==> src/hdl/sync_serial_map.svh <==
// register map, field positions, reset values and counts of the shift port
`ifndef SYNC_SERIAL_MAP_SVH
`define SYNC_SERIAL_MAP_SVH
`define OFS_SERIAL_CONTROL 8'h00
`define OFS_SERIAL_CONTROL_STATUS 8'h04
`define OFS_SHIFT_DATA_UPPER 8'h08
`define OFS_SHIFT_DATA_LOWER 8'h0C
`define OFS_IRQ_REQUEST_REG 8'h10
`define OFS_IRQ_ENABLE_REG 8'h14
`define OFS_PIN_FUNCTION_SELECT 8'h18
`define OFS_OUTPUT_BUFFER_CONTROL 8'h1C
`define BIT_START_FLAG 0
`define BIT_OVERRUN 5
`define BIT_EXTENSION_DATA 6
`define BIT_IRQ_FLAG 4
`define BIT_IRQ_ENABLE 4
`define BIT_PIN_SO_FUNC 2
`define BIT_PIN_SCK_FUNC 0
`define BIT_PMOS_OFF 0
`define RST_SERIAL_CONTROL 8'h00
`define RST_SHIFT_DATA 16'h0000
`define RST_PORT_BYTE 8'h00
`define PRESCALER_WIDTH 13
`define SYS_CLOCK_DIVIDE 1'b1
`define MODE_8BIT 2'h0
`define MODE_12BIT 2'h1
`define MODE_16BIT 2'h2
`define MODE_CONT_CLOCK 2'h3
`endif

==> src/hdl/sync_serial_pkg.sv <==
// types shared by the synchronous serial shift port
package sync_serial_pkg;
  typedef struct packed {
    logic [1:0] op_mode_sel;
    logic [1:0] spare;
    logic ext_clock_sel;
    logic [2:0] ratio_sel;
  } serial_control_t;
  typedef struct packed {
    logic level;
    logic oe_n;
  } pin_drive_t;
  typedef enum logic [0:0] {
    ST_IDLE = 1'b0,
    ST_SHIFT = 1'b1
  } xfer_state_t;
endpackage

==> src/hdl/sync_serial_shift_port.sv <==
// synchronous serial shift port with apb register access
`timescale 1ns/1ps
`include "sync_serial_map.svh"
module sync_serial_shift_port #(
  parameter int PRESCALER_WIDTH = `PRESCALER_WIDTH
) (
  // clock and reset
  input wire logic i_ref_clk,
  input wire logic i_nrst,
  // apb slave
  input wire logic i_psel,
  input wire logic i_penable,
  input wire logic i_pwrite,
  input wire logic [7:0] i_paddr,
  input wire logic [31:0] i_pwdata,
  output logic [31:0] o_prdata,
  output logic o_pready,
  output logic o_pslverr,
  // serial pins
  input wire logic i_serial_clock_pin,
  output logic o_serial_clock_pin,
  output logic o_serial_clock_pin_oe_n,
  input wire logic i_serial_in_pin,
  output logic o_serial_out_pin,
  output logic o_serial_out_pin_oe_n,
  // interrupt request to the processor
  output logic o_serial_irq
);

  // bits per transfer for each operating mode
  function automatic logic [4:0] xfer_len(input logic [1:0] mode);
    case (mode)
      `MODE_8BIT: xfer_len = 5'h08;
      `MODE_12BIT: xfer_len = 5'h0C;
      `MODE_16BIT: xfer_len = 5'h10;
      default: xfer_len = 5'h08;
    endcase
  endfunction

  // prescaler tap for each division ratio select
  function automatic logic [3:0] tap_index(input logic [2:0] sel);
    case (sel)
      3'h0: tap_index = 4'hC;
      3'h1: tap_index = 4'hA;
      3'h2: tap_index = 4'h5; // divide by 64
      3'h3: tap_index = 4'h4;
      3'h4: tap_index = 4'h3;
      3'h5: tap_index = 4'h2;
      3'h6: tap_index = 4'h1;
      default: tap_index = 4'h0;
    endcase
  endfunction

  // one shift toward the lsb, new bit at the top of the active length
  function automatic logic [15:0] shift_chain(
    input logic [15:0] chain,
    input logic din,
    input logic [1:0] mode
  );
    case (mode)
      `MODE_12BIT: shift_chain = {chain[15:12], din, chain[11:1]};
      `MODE_16BIT: shift_chain = {din, chain[15:1]};
      default: shift_chain = {chain[15:8], din, chain[7:1]};
    endcase
  endfunction

  // registers
  sync_serial_pkg::serial_control_t ctrl_reg;
  sync_serial_pkg::xfer_state_t state_reg;
  sync_serial_pkg::xfer_state_t state_next;
  logic [15:0] chain_reg;
  logic [15:0] chain_next;
  logic sol_reg;
  logic ovr_reg;
  logic ovr_next;
  logic irq_flag_reg;
  logic irq_flag_next;
  logic irq_en_reg;
  logic [7:0] pfs_reg;
  logic [7:0] obc_reg;
  logic sys_phase_reg;
  logic [PRESCALER_WIDTH-1:0] presc_reg;
  logic tap_prev_reg;
  logic [4:0] cnt_reg;
  logic [4:0] cnt_next;
  logic seen_fall_reg;
  logic seen_fall_next;
  logic so_bit_reg;
  logic so_bit_next;
  logic [2:0] sck_sync_reg;
  logic sck_lvl_reg;
  logic [2:0] si_sync_reg;
  logic si_lvl_reg;

  // apb decode
  wire logic apb_access = i_psel & i_penable;
  wire logic apb_done = apb_access & o_pready;
  wire logic apb_wr = apb_done & i_pwrite;
  wire logic hit_ctrl = (i_paddr == `OFS_SERIAL_CONTROL);
  wire logic hit_stat = (i_paddr == `OFS_SERIAL_CONTROL_STATUS);
  wire logic hit_upper = (i_paddr == `OFS_SHIFT_DATA_UPPER);
  wire logic hit_lower = (i_paddr == `OFS_SHIFT_DATA_LOWER);
  wire logic hit_irq = (i_paddr == `OFS_IRQ_REQUEST_REG);
  wire logic hit_ien = (i_paddr == `OFS_IRQ_ENABLE_REG);
  wire logic hit_pfs = (i_paddr == `OFS_PIN_FUNCTION_SELECT);
  wire logic hit_obc = (i_paddr == `OFS_OUTPUT_BUFFER_CONTROL);
  wire logic hit_any = hit_ctrl | hit_stat | hit_upper | hit_lower |
    hit_irq | hit_ien | hit_pfs | hit_obc;
  wire logic busy = (state_reg == sync_serial_pkg::ST_SHIFT);
  wire logic [7:0] stat_view = {1'b0, sol_reg, ovr_reg, 4'h0, busy};
  wire logic [7:0] irq_view = {3'h0, irq_flag_reg, 4'h0};
  wire logic [7:0] ien_view = {3'h0, irq_en_reg, 4'h0};
  wire logic [7:0] rd_byte =
    hit_ctrl ? ctrl_reg :
    hit_stat ? stat_view :
    hit_upper ? chain_reg[15:8] :
    hit_lower ? chain_reg[7:0] :
    hit_irq ? irq_view :
    hit_ien ? ien_view :
    hit_pfs ? pfs_reg :
    hit_obc ? obc_reg : 8'h00;

  // software requests
  wire logic start_wr = apb_wr & hit_stat & i_pwdata[`BIT_START_FLAG];
  wire logic start_ok = start_wr & ~busy;
  wire logic data_wr = apb_wr & (hit_upper | hit_lower);
  wire logic ovr_clr = apb_wr & hit_stat & ~i_pwdata[`BIT_OVERRUN];
  wire logic ovr_set = busy & (start_wr | data_wr);
  wire logic irq_clr = apb_wr & hit_irq & ~i_pwdata[`BIT_IRQ_FLAG];

  // system clock enable and prescaler taps
  wire logic sys_en = sys_phase_reg;
  wire logic tap_lvl = presc_reg[tap_index(ctrl_reg.ratio_sel)];
  wire logic int_fall = tap_prev_reg & ~tap_lvl;
  wire logic int_rise = ~tap_prev_reg & tap_lvl;

  // external clock edges once two later sync stages agree
  wire logic sck_agree = (sck_sync_reg[1] == sck_sync_reg[2]);
  wire logic ext_fall = sck_agree & sck_lvl_reg & ~sck_sync_reg[1];
  wire logic ext_rise = sck_agree & ~sck_lvl_reg & sck_sync_reg[1];
  wire logic si_agree = (si_sync_reg[1] == si_sync_reg[2]);

  // transfer clock selection
  wire logic ext_sel = ctrl_reg.ext_clock_sel;
  wire logic xfer_fall = ext_sel ? ext_fall : int_fall;
  wire logic xfer_rise = ext_sel ? ext_rise : int_rise;
  wire logic [4:0] len = xfer_len(ctrl_reg.op_mode_sel);
  wire logic shift_now = busy & seen_fall_reg & xfer_rise;
  wire logic last_bit = shift_now & (cnt_reg == len - 5'h01);
  wire logic cont_mode = (ctrl_reg.op_mode_sel == `MODE_CONT_CLOCK);

  // transfer sequencing
  always_comb
  begin
    state_next = state_reg;
    chain_next = chain_reg;
    cnt_next = cnt_reg;
    seen_fall_next = seen_fall_reg;
    so_bit_next = so_bit_reg;
    case (state_reg)
      sync_serial_pkg::ST_IDLE:
      begin
        if (apb_wr & hit_upper)
        begin
          chain_next[15:8] = i_pwdata[7:0];
        end
        if (apb_wr & hit_lower)
        begin
          chain_next[7:0] = i_pwdata[7:0];
        end
        if (start_ok)
        begin
          state_next = sync_serial_pkg::ST_SHIFT;
          cnt_next = 5'h00;
          seen_fall_next = 1'b0;
        end
      end
      sync_serial_pkg::ST_SHIFT:
      begin
        // bit leaves on the falling edge, held to the rising edge
        if (xfer_fall)
        begin
          so_bit_next = chain_reg[0];
          seen_fall_next = 1'b1;
        end
        if (shift_now)
        begin
          chain_next = shift_chain(chain_reg, si_lvl_reg,
            ctrl_reg.op_mode_sel);
          cnt_next = cnt_reg + 5'h01;
        end
        if (last_bit)
        begin
          state_next = sync_serial_pkg::ST_IDLE;
        end
      end
      default:
      begin
        state_next = sync_serial_pkg::ST_IDLE;
      end
    endcase
  end

  // flags: a hardware set wins over a software clear
  assign ovr_next = ovr_set | (ovr_reg & ~ovr_clr);
  assign irq_flag_next = last_bit | (irq_flag_reg & ~irq_clr);

  // pin drive
  wire logic int_pin_clk = ext_sel ? 1'b1 : cont_mode ? tap_lvl :
    ((busy & (seen_fall_reg | int_fall)) ? tap_lvl : 1'b1);
  wire logic so_lvl = (busy & seen_fall_reg) ? so_bit_reg : sol_reg;
  wire logic pmos_off = obc_reg[`BIT_PMOS_OFF];
  wire logic so_func = pfs_reg[`BIT_PIN_SO_FUNC];
  wire logic sck_func = pfs_reg[`BIT_PIN_SCK_FUNC];
  sync_serial_pkg::pin_drive_t sck_drive;
  sync_serial_pkg::pin_drive_t so_drive;
  assign sck_drive.level = int_pin_clk;
  assign sck_drive.oe_n = ~(sck_func & ~ext_sel);
  // open drain: only a low level is driven, a high releases the pin
  assign so_drive.level = pmos_off ? 1'b0 : so_lvl;
  assign so_drive.oe_n = ~so_func | (pmos_off & so_lvl);

  // apb slave: one wait state so read data comes from a flop
  always_ff @(posedge i_ref_clk or negedge i_nrst)
  begin
    if (!i_nrst)
    begin
      o_pready <= 1'b0;
      o_prdata <= 32'h0000_0000;
      o_pslverr <= 1'b0;
    end
    else
    begin
      o_pready <= apb_access & ~o_pready;
      o_prdata <= {24'h00_0000, rd_byte};
      o_pslverr <= apb_access & ~o_pready & ~hit_any;
    end
  end

  // software registers
  always_ff @(posedge i_ref_clk or negedge i_nrst)
  begin
    if (!i_nrst)
    begin
      ctrl_reg <= `RST_SERIAL_CONTROL;
      sol_reg <= 1'b0;
      irq_en_reg <= 1'b0;
      pfs_reg <= `RST_PORT_BYTE;
      obc_reg <= `RST_PORT_BYTE;
    end
    else
    begin
      if (apb_wr & hit_ctrl)
      begin
        ctrl_reg <= i_pwdata[7:0];
      end
      if (apb_wr & hit_stat)
      begin
        sol_reg <= i_pwdata[`BIT_EXTENSION_DATA];
      end
      if (apb_wr & hit_ien)
      begin
        irq_en_reg <= i_pwdata[`BIT_IRQ_ENABLE];
      end
      if (apb_wr & hit_pfs)
      begin
        pfs_reg <= i_pwdata[7:0];
      end
      if (apb_wr & hit_obc)
      begin
        obc_reg <= i_pwdata[7:0];
      end
    end
  end

  // flags and interrupt output
  always_ff @(posedge i_ref_clk or negedge i_nrst)
  begin
    if (!i_nrst)
    begin
      ovr_reg <= 1'b0;
      irq_flag_reg <= 1'b0;
      o_serial_irq <= 1'b0;
    end
    else
    begin
      ovr_reg <= ovr_next;
      irq_flag_reg <= irq_flag_next;
      o_serial_irq <= irq_flag_reg & irq_en_reg;
    end
  end

  // system clock halving and free-running prescaler
  always_ff @(posedge i_ref_clk or negedge i_nrst)
  begin
    if (!i_nrst)
    begin
      sys_phase_reg <= 1'b0;
      presc_reg <= '0;
      tap_prev_reg <= 1'b0;
    end
    else
    begin
      sys_phase_reg <= sys_phase_reg ^ `SYS_CLOCK_DIVIDE;
      if (sys_en)
      begin
        presc_reg <= presc_reg + PRESCALER_WIDTH'(1);
      end
      tap_prev_reg <= tap_lvl;
    end
  end

  // pin synchronisers, three stages each
  always_ff @(posedge i_ref_clk or negedge i_nrst)
  begin
    if (!i_nrst)
    begin
      sck_sync_reg <= 3'h7;
      sck_lvl_reg <= 1'b1;
      si_sync_reg <= 3'h0;
      si_lvl_reg <= 1'b0;
    end
    else
    begin
      sck_sync_reg <= {sck_sync_reg[1:0], i_serial_clock_pin};
      si_sync_reg <= {si_sync_reg[1:0], i_serial_in_pin};
      if (sck_agree)
      begin
        sck_lvl_reg <= sck_sync_reg[1];
      end
      if (si_agree)
      begin
        si_lvl_reg <= si_sync_reg[1];
      end
    end
  end

  // transfer state
  always_ff @(posedge i_ref_clk or negedge i_nrst)
  begin
    if (!i_nrst)
    begin
      state_reg <= sync_serial_pkg::ST_IDLE;
      chain_reg <= `RST_SHIFT_DATA;
      cnt_reg <= 5'h00;
      seen_fall_reg <= 1'b0;
      so_bit_reg <= 1'b0;
    end
    else
    begin
      state_reg <= state_next;
      chain_reg <= chain_next;
      cnt_reg <= cnt_next;
      seen_fall_reg <= seen_fall_next;
      so_bit_reg <= so_bit_next;
    end
  end

  // registered pin outputs
  always_ff @(posedge i_ref_clk or negedge i_nrst)
  begin
    if (!i_nrst)
    begin
      o_serial_clock_pin <= 1'b1;
      o_serial_clock_pin_oe_n <= 1'b1;
      o_serial_out_pin <= 1'b0;
      o_serial_out_pin_oe_n <= 1'b1;
    end
    else
    begin
      o_serial_clock_pin <= sck_drive.level;
      o_serial_clock_pin_oe_n <= sck_drive.oe_n;
      o_serial_out_pin <= so_drive.level;
      o_serial_out_pin_oe_n <= so_drive.oe_n;
    end
  end

endmodule // sync_serial_shift_port

==> config.mk <==
export PLATFORM = sky130hd
export DESIGN_NAME = sync_serial_shift_port
export DESIGN_NICKNAME = d
export VERILOG_FILES = /design/src/hdl/sync_serial_pkg.sv /design/src/hdl/sync_serial_shift_port.sv
export VERILOG_INCLUDE_DIRS = /design/src /design/src/hdl
export SDC_FILE = /design/constraint.sdc
export NUM_CORES = 1
export LEC_CHECK = 0
export BUFFER_PORTS_ARGS = -buffer_cell sky130_fd_sc_hd__buf_2
export CAP_MARGIN = 10
export CORE_MARGIN = 1.5
export CORE_UTILIZATION = 35
export CTS_CLUSTER_SIZE = 14
export DETAILED_ROUTE_END_ITERATION = 6
export GPL_TIMING_DRIVEN = 0
export PLACE_DENSITY = 0.58
export SYNTH_ARGS = -nofsm -noshare
export SYNTH_HDL_FRONTEND = slang
export SYNTH_SLANG_ARGS = --single-unit
==> constraint.sdc <==
create_clock -name i_ref_clk -period 2.1 [get_ports i_ref_clk]
set_clock_uncertainty 0.1 [all_clocks]
set_input_delay 0.315 -clock i_ref_clk [delete_from_list [all_inputs] [get_ports i_ref_clk]]
set_output_delay 0.315 -clock i_ref_clk [all_outputs]
set_load 0.1 [all_outputs]
==> results.md <==
Status:
- The flow ran to the end, and the final reports show no timing, DRC or antenna violations.

Clock network:
- The clock tree from TritonCTS is yes.
- The clock latency reported for the late side of the worst-skew pair is 0.35 ns.
- The clock net in this run drives a total of 90 sinks.
- The tree is rooted in a clkbuf_16.
- The CTS clock-pin slew for the worst setup and hold paths is 0.06 ns.
- In this run the number of H-tree levels came out at 3.
- The number of buffers on the longest clock path is 2.
- The total CTS buffers is 9.

Die:
- The total I/O pin count is 86.
- The floorplan step defined a die boundary enclosing 13,600 um^2.
- The height of the chip is 116 um.
- The count of standard-cell rows is 41.
- The floorplan step set the die width to 116 um.
- The effective utilization at floorplan is 35.8%.
- In this run the standard cell core region covers 12,600 um^2.

Drt:
- Summed over all nets, wire length on met3 after detailed routing comes to 554 um.
- For this run, the detailed router's first-pass iteration total came to 4.
- The routed length per placed instance is 15.8 um.
- The total DRC errors in the routed layout is 0.
- For this block, the routed nets add up to 10,600 um of wire.
- The detailed-route vias per instance is 4.93.
- The number of violations reported at the end of detailed-routing iteration 0 is 190.
- The routed layout has 3,326 vias.
- In this run the remaining antenna-violating nets after routing total 0.
- The post-route met1 wirelength is 5060 um.
- The routed design uses 4770 um of met2 wire.
- Signal routing reaches up to met4.

Timing:
- On the final layout, the worst hold slack is 0.102 ns.
- The final hold violation count is 0.
- Once routing completed, OpenROAD measured the worst setup slack at 0.0178 ns.
- The worst-margin pin slew is 0.614 ns.
- The worst path in the final design needs a cycle of 2.08 ns, including I/O delays and setup.
- The number of slew-limit violations in the final report is 0.
- Measured against its own limit, the worst slew margin works out to 59.0%.
- The number of setup violations in the final report is 0.
- The final critical path takes up 99.2% of the cycle.
- Setup repair after global routing could not meet its margin everywhere.
- The summed negative setup slack over all endpoints is 0 ns.
- Based on the critical path, the design can be clocked at up to 0.480 GHz.

Pwr:
- VDD sags by at most 309 uV.
- Overall power consumption after layout is estimated at 4.03 mW.
- The static leakage is 2.44 nW.
- The total power per unit cell area is 739 nW/um^2.

Min path:
- The path with the worst hold slack has its endpoint at o_pready.
- Counting instances, the worst hold path has a depth of 3.
- The launch point of the worst hold path is i_penable.
- The worst min-delay path category is in2reg.

GRT:
- The pin count of the biggest net entering global routing is 56.
- The first global-routing pass estimated 16,800 um of wire.
- The number of antenna violations at the first check in global routing came to 0.
- The via count of the first global-routing pass is 3,224.
- The overall overflow remaining after global route is 0.
- The global-route usage over all layers is 16.6%.

Worst setup path:
- The cell family contributing the most delay on the critical path is compound AO/OA/AOI/OAI gates.
- The sort of element at the end of the critical path is a register.
- The classification of the worst setup path is reg2reg.
- Traced cell by cell, the critical path runs through buf_6 -> mux2_4 -> a2bb2o_4 -> o21a_4 -> or4_4 -> a22o_1.
- For flop-to-flop paths, the worst setup slack is 0.02 ns.
- The critical-path maximum fanout is 6.
- The required time at the worst-slack endpoint is 2.23 ns.
- Among all stages on the critical path, the largest delay is contributed by or4_4.
- Measured in cells, the most critical reg-to-reg path has a length of 6.
- Data on the critical path arrives at its endpoint at 2.21 ns.
- The startpoint of the worst register-to-register path is ctrl_reg[0].
- The largest stage delay on the critical path is 0.49 ns.
- The buffer and inverter count on the worst path is 1.
- The critical path launch point type is a register.
- The reg-to-reg critical path endpoint is busy.
- The most critical setup path has its startpoint at ctrl_reg[0].

Yosys:
- The distinct cell type count after synthesis is 54.
- The top cell type by area accounts for 46.1% of the synthesized area.
- The cell area that synthesis handed to floorplanning was 4500 um^2.
- Ranked by total cell area, the synthesized netlist is headed by dfrtp_1 46%, mux2_2 9.5%, nand2_1 4.8%.
- The post-synthesis async set-or-reset flop share is 100%.
- Synthesis produced a netlist whose cell count is 423.
- Sequential elements use 50.2% of the synthesized area.
- The number of enable flip-flop cells after synthesis is 0.
- The main flop type after synthesis is dfrtp_1.
- The post-synthesis register bit count is 90.
- The largest total area in the synthesized netlist belongs to dfrtp_1.
- The Yosys step of the flow raised 0 warnings.
- The mean instance size in the synthesized netlist is 10.6 um^2.

Layout:
- The final non-filler cell area is 5450 um^2.
- The antenna diode count is 0.
- The utilization after layout is 43.4%.
- The net count of the finished layout is 550.
- The layout cell share with drive strength beyond 1 is 28.8%.
- The count of cells in the finished layout, fillers not included, comes to 675.
- The register with the most flip-flops in the layout has 16 of them.
- The layout-stage area growth over the synthesis result is 21.1%.

Place:
- The number of placed cells counting well taps is 655.
- The minimum setup slack after placement is -0.549 ns.
- The routability congestion estimate is 0.874.
- During placement, the flow inserted port buffers numbering 36.
- Once placement finished, the instance area stood at 5020 um^2.
- After legalization and detailed placement, the total HPWL measured 7760 um.

Run:
- The max capacitance violation total is 0.
-- synthesized netlist by cell type (all sizes together), types with 2 or more instances --
library cell	instances
a211oi	4
a21oi	10
a22o	2
a22oi	5
a31oi	2
and2	3
and3	4
buf	28
clkbuf	10
dfrtp	83
dfstp	7
ha	5
inv	14
maj3	2
mux2	39
mux2i	10
nand2	57
nand2b	10
nand3	13
nand4	5
nor2	25
nor2b	2
nor3	5
nor3b	5
nor4b	2
o211ai	4
o21a	2
o21ai	22
o221ai	2
o22ai	4
o311ai	2
o31ai	5
xnor2	6
xor2	9
-- how the worst max path moves through the flow --
stage	endpoint	cells past startpoint
after floorplan	busy	6
after global routing	cnt_reg[4]	7
final	busy	6
after global placement	pfs_reg[3]	6
after detailed placement	pfs_reg[3]	6
after CTS	chain_reg[7]	5
-- tightest hold or removal path: stages --
cell     delay (ns)
buf_2          0.10
nand2_1        0.05
nor2_1         0.04
-- metal layers --
metal / up-vias / GRT usage [%]
met5: - / 0
met4: 0 / 6.83
met3: 18 / 2.49
met2: 93 / 25.1
met1: 1626 / 23.8
li1: 1589 / -
-- final cells by class --
class,instances,area (um^2)
fillers,1216,7110
flip-flops and latches,90,2260
multi-input cells,304,2080
repair buffers,44,270
plain buffers,35,234
clock buffers,11,233
well taps,172,215
clock inverters,5,103
inverters,14,52.6
-- repair_timing --
action / 4_1_cts / 5_1_grt
setup endpoints to repair: 40 / 21
gates resized for setup: 7 / 7
hold buffers: 3 / 0
endpoints found under the hold margin: 36 / 0
buffers inserted: 1 / 3
pin swaps: 3 / 3
-- layout by cell type, fill, tap and decap left out, types with 2 or more instances in the layout --
| cell type | synthesis | final |
|---|---|---|
| dlygate4sd3_1 | 0 | 3 |
| and3_1 | 4 | 4 |
| a21oi_1 | 10 | 10 |
| inv_1 | 14 | 14 |
| o21ai_0 | 22 | 22 |
| o31ai_1 | 5 | 5 |
| xor2_1 | 9 | 9 |
| nor3_1 | 5 | 5 |
| maj3_1 | 2 | 2 |
| nand4_1 | 5 | 5 |
| clkbuf_16 | 0 | 9 |
| o211ai_1 | 4 | 4 |
| nor2_2 | 0 | 2 |
| a22o_1 | 2 | 2 |
| nor3b_1 | 5 | 5 |
| nor2b_1 | 2 | 2 |
| mux2_2 | 38 | 38 |
| nor2_1 | 25 | 23 |
| buf_2 | 2 | 38 |
| buf_4 | 24 | 29 |
| ha_1 | 5 | 4 |
| mux2i_1 | 10 | 10 |
| a211oi_1 | 4 | 4 |
| nand3_1 | 13 | 12 |
| dfrtp_1 | 83 | 82 |
| dfstp_2 | 7 | 7 |
| o221ai_1 | 2 | 2 |
| bufinv_16 | 0 | 3 |
| clkbuf_1 | 10 | 7 |
| xnor2_1 | 6 | 6 |
| o22ai_1 | 4 | 3 |
| conb_1 | 1 | 24 |
| and2_1 | 3 | 3 |
| a22oi_1 | 5 | 4 |
| nand2_1 | 57 | 57 |
| a31oi_1 | 2 | 2 |
| o311ai_0 | 2 | 2 |
| nand2b_1 | 10 | 10 |
-- report_power, final --
part	leakage [nW]	internal (mW)	switching, mW
registers	1.11	1.76	0.0147
logic	1.17	0.0939	0.335
clock network	0.160	1.16	0.670
total	2.44	3.01	1.02
-- kinds of logic (layout without fill, tap and decap cells) --
| kind of cell | count (synthesis) | in the layout | synth area share (%) |
|---|---|---|---|
| AOI/OAI and AO/OA | 71 | 71 | 11.0 |
| xor gates and xnor gates | 15 | 15 | 2.92 |
| adders and majority gates | 7 | 7 | 1.83 |
| buffers and inverters | 52 | 109 | 6.56 |
| DFF | 90 | 90 | 50.2 |
| muxes | 50 | 50 | 12.6 |
| other | 1 | 24 | 0.0833 |
| and+or+nand+nor | 137 | 137 | 14.8 |
Note: power is estimated with default switching activity, not from simulation.
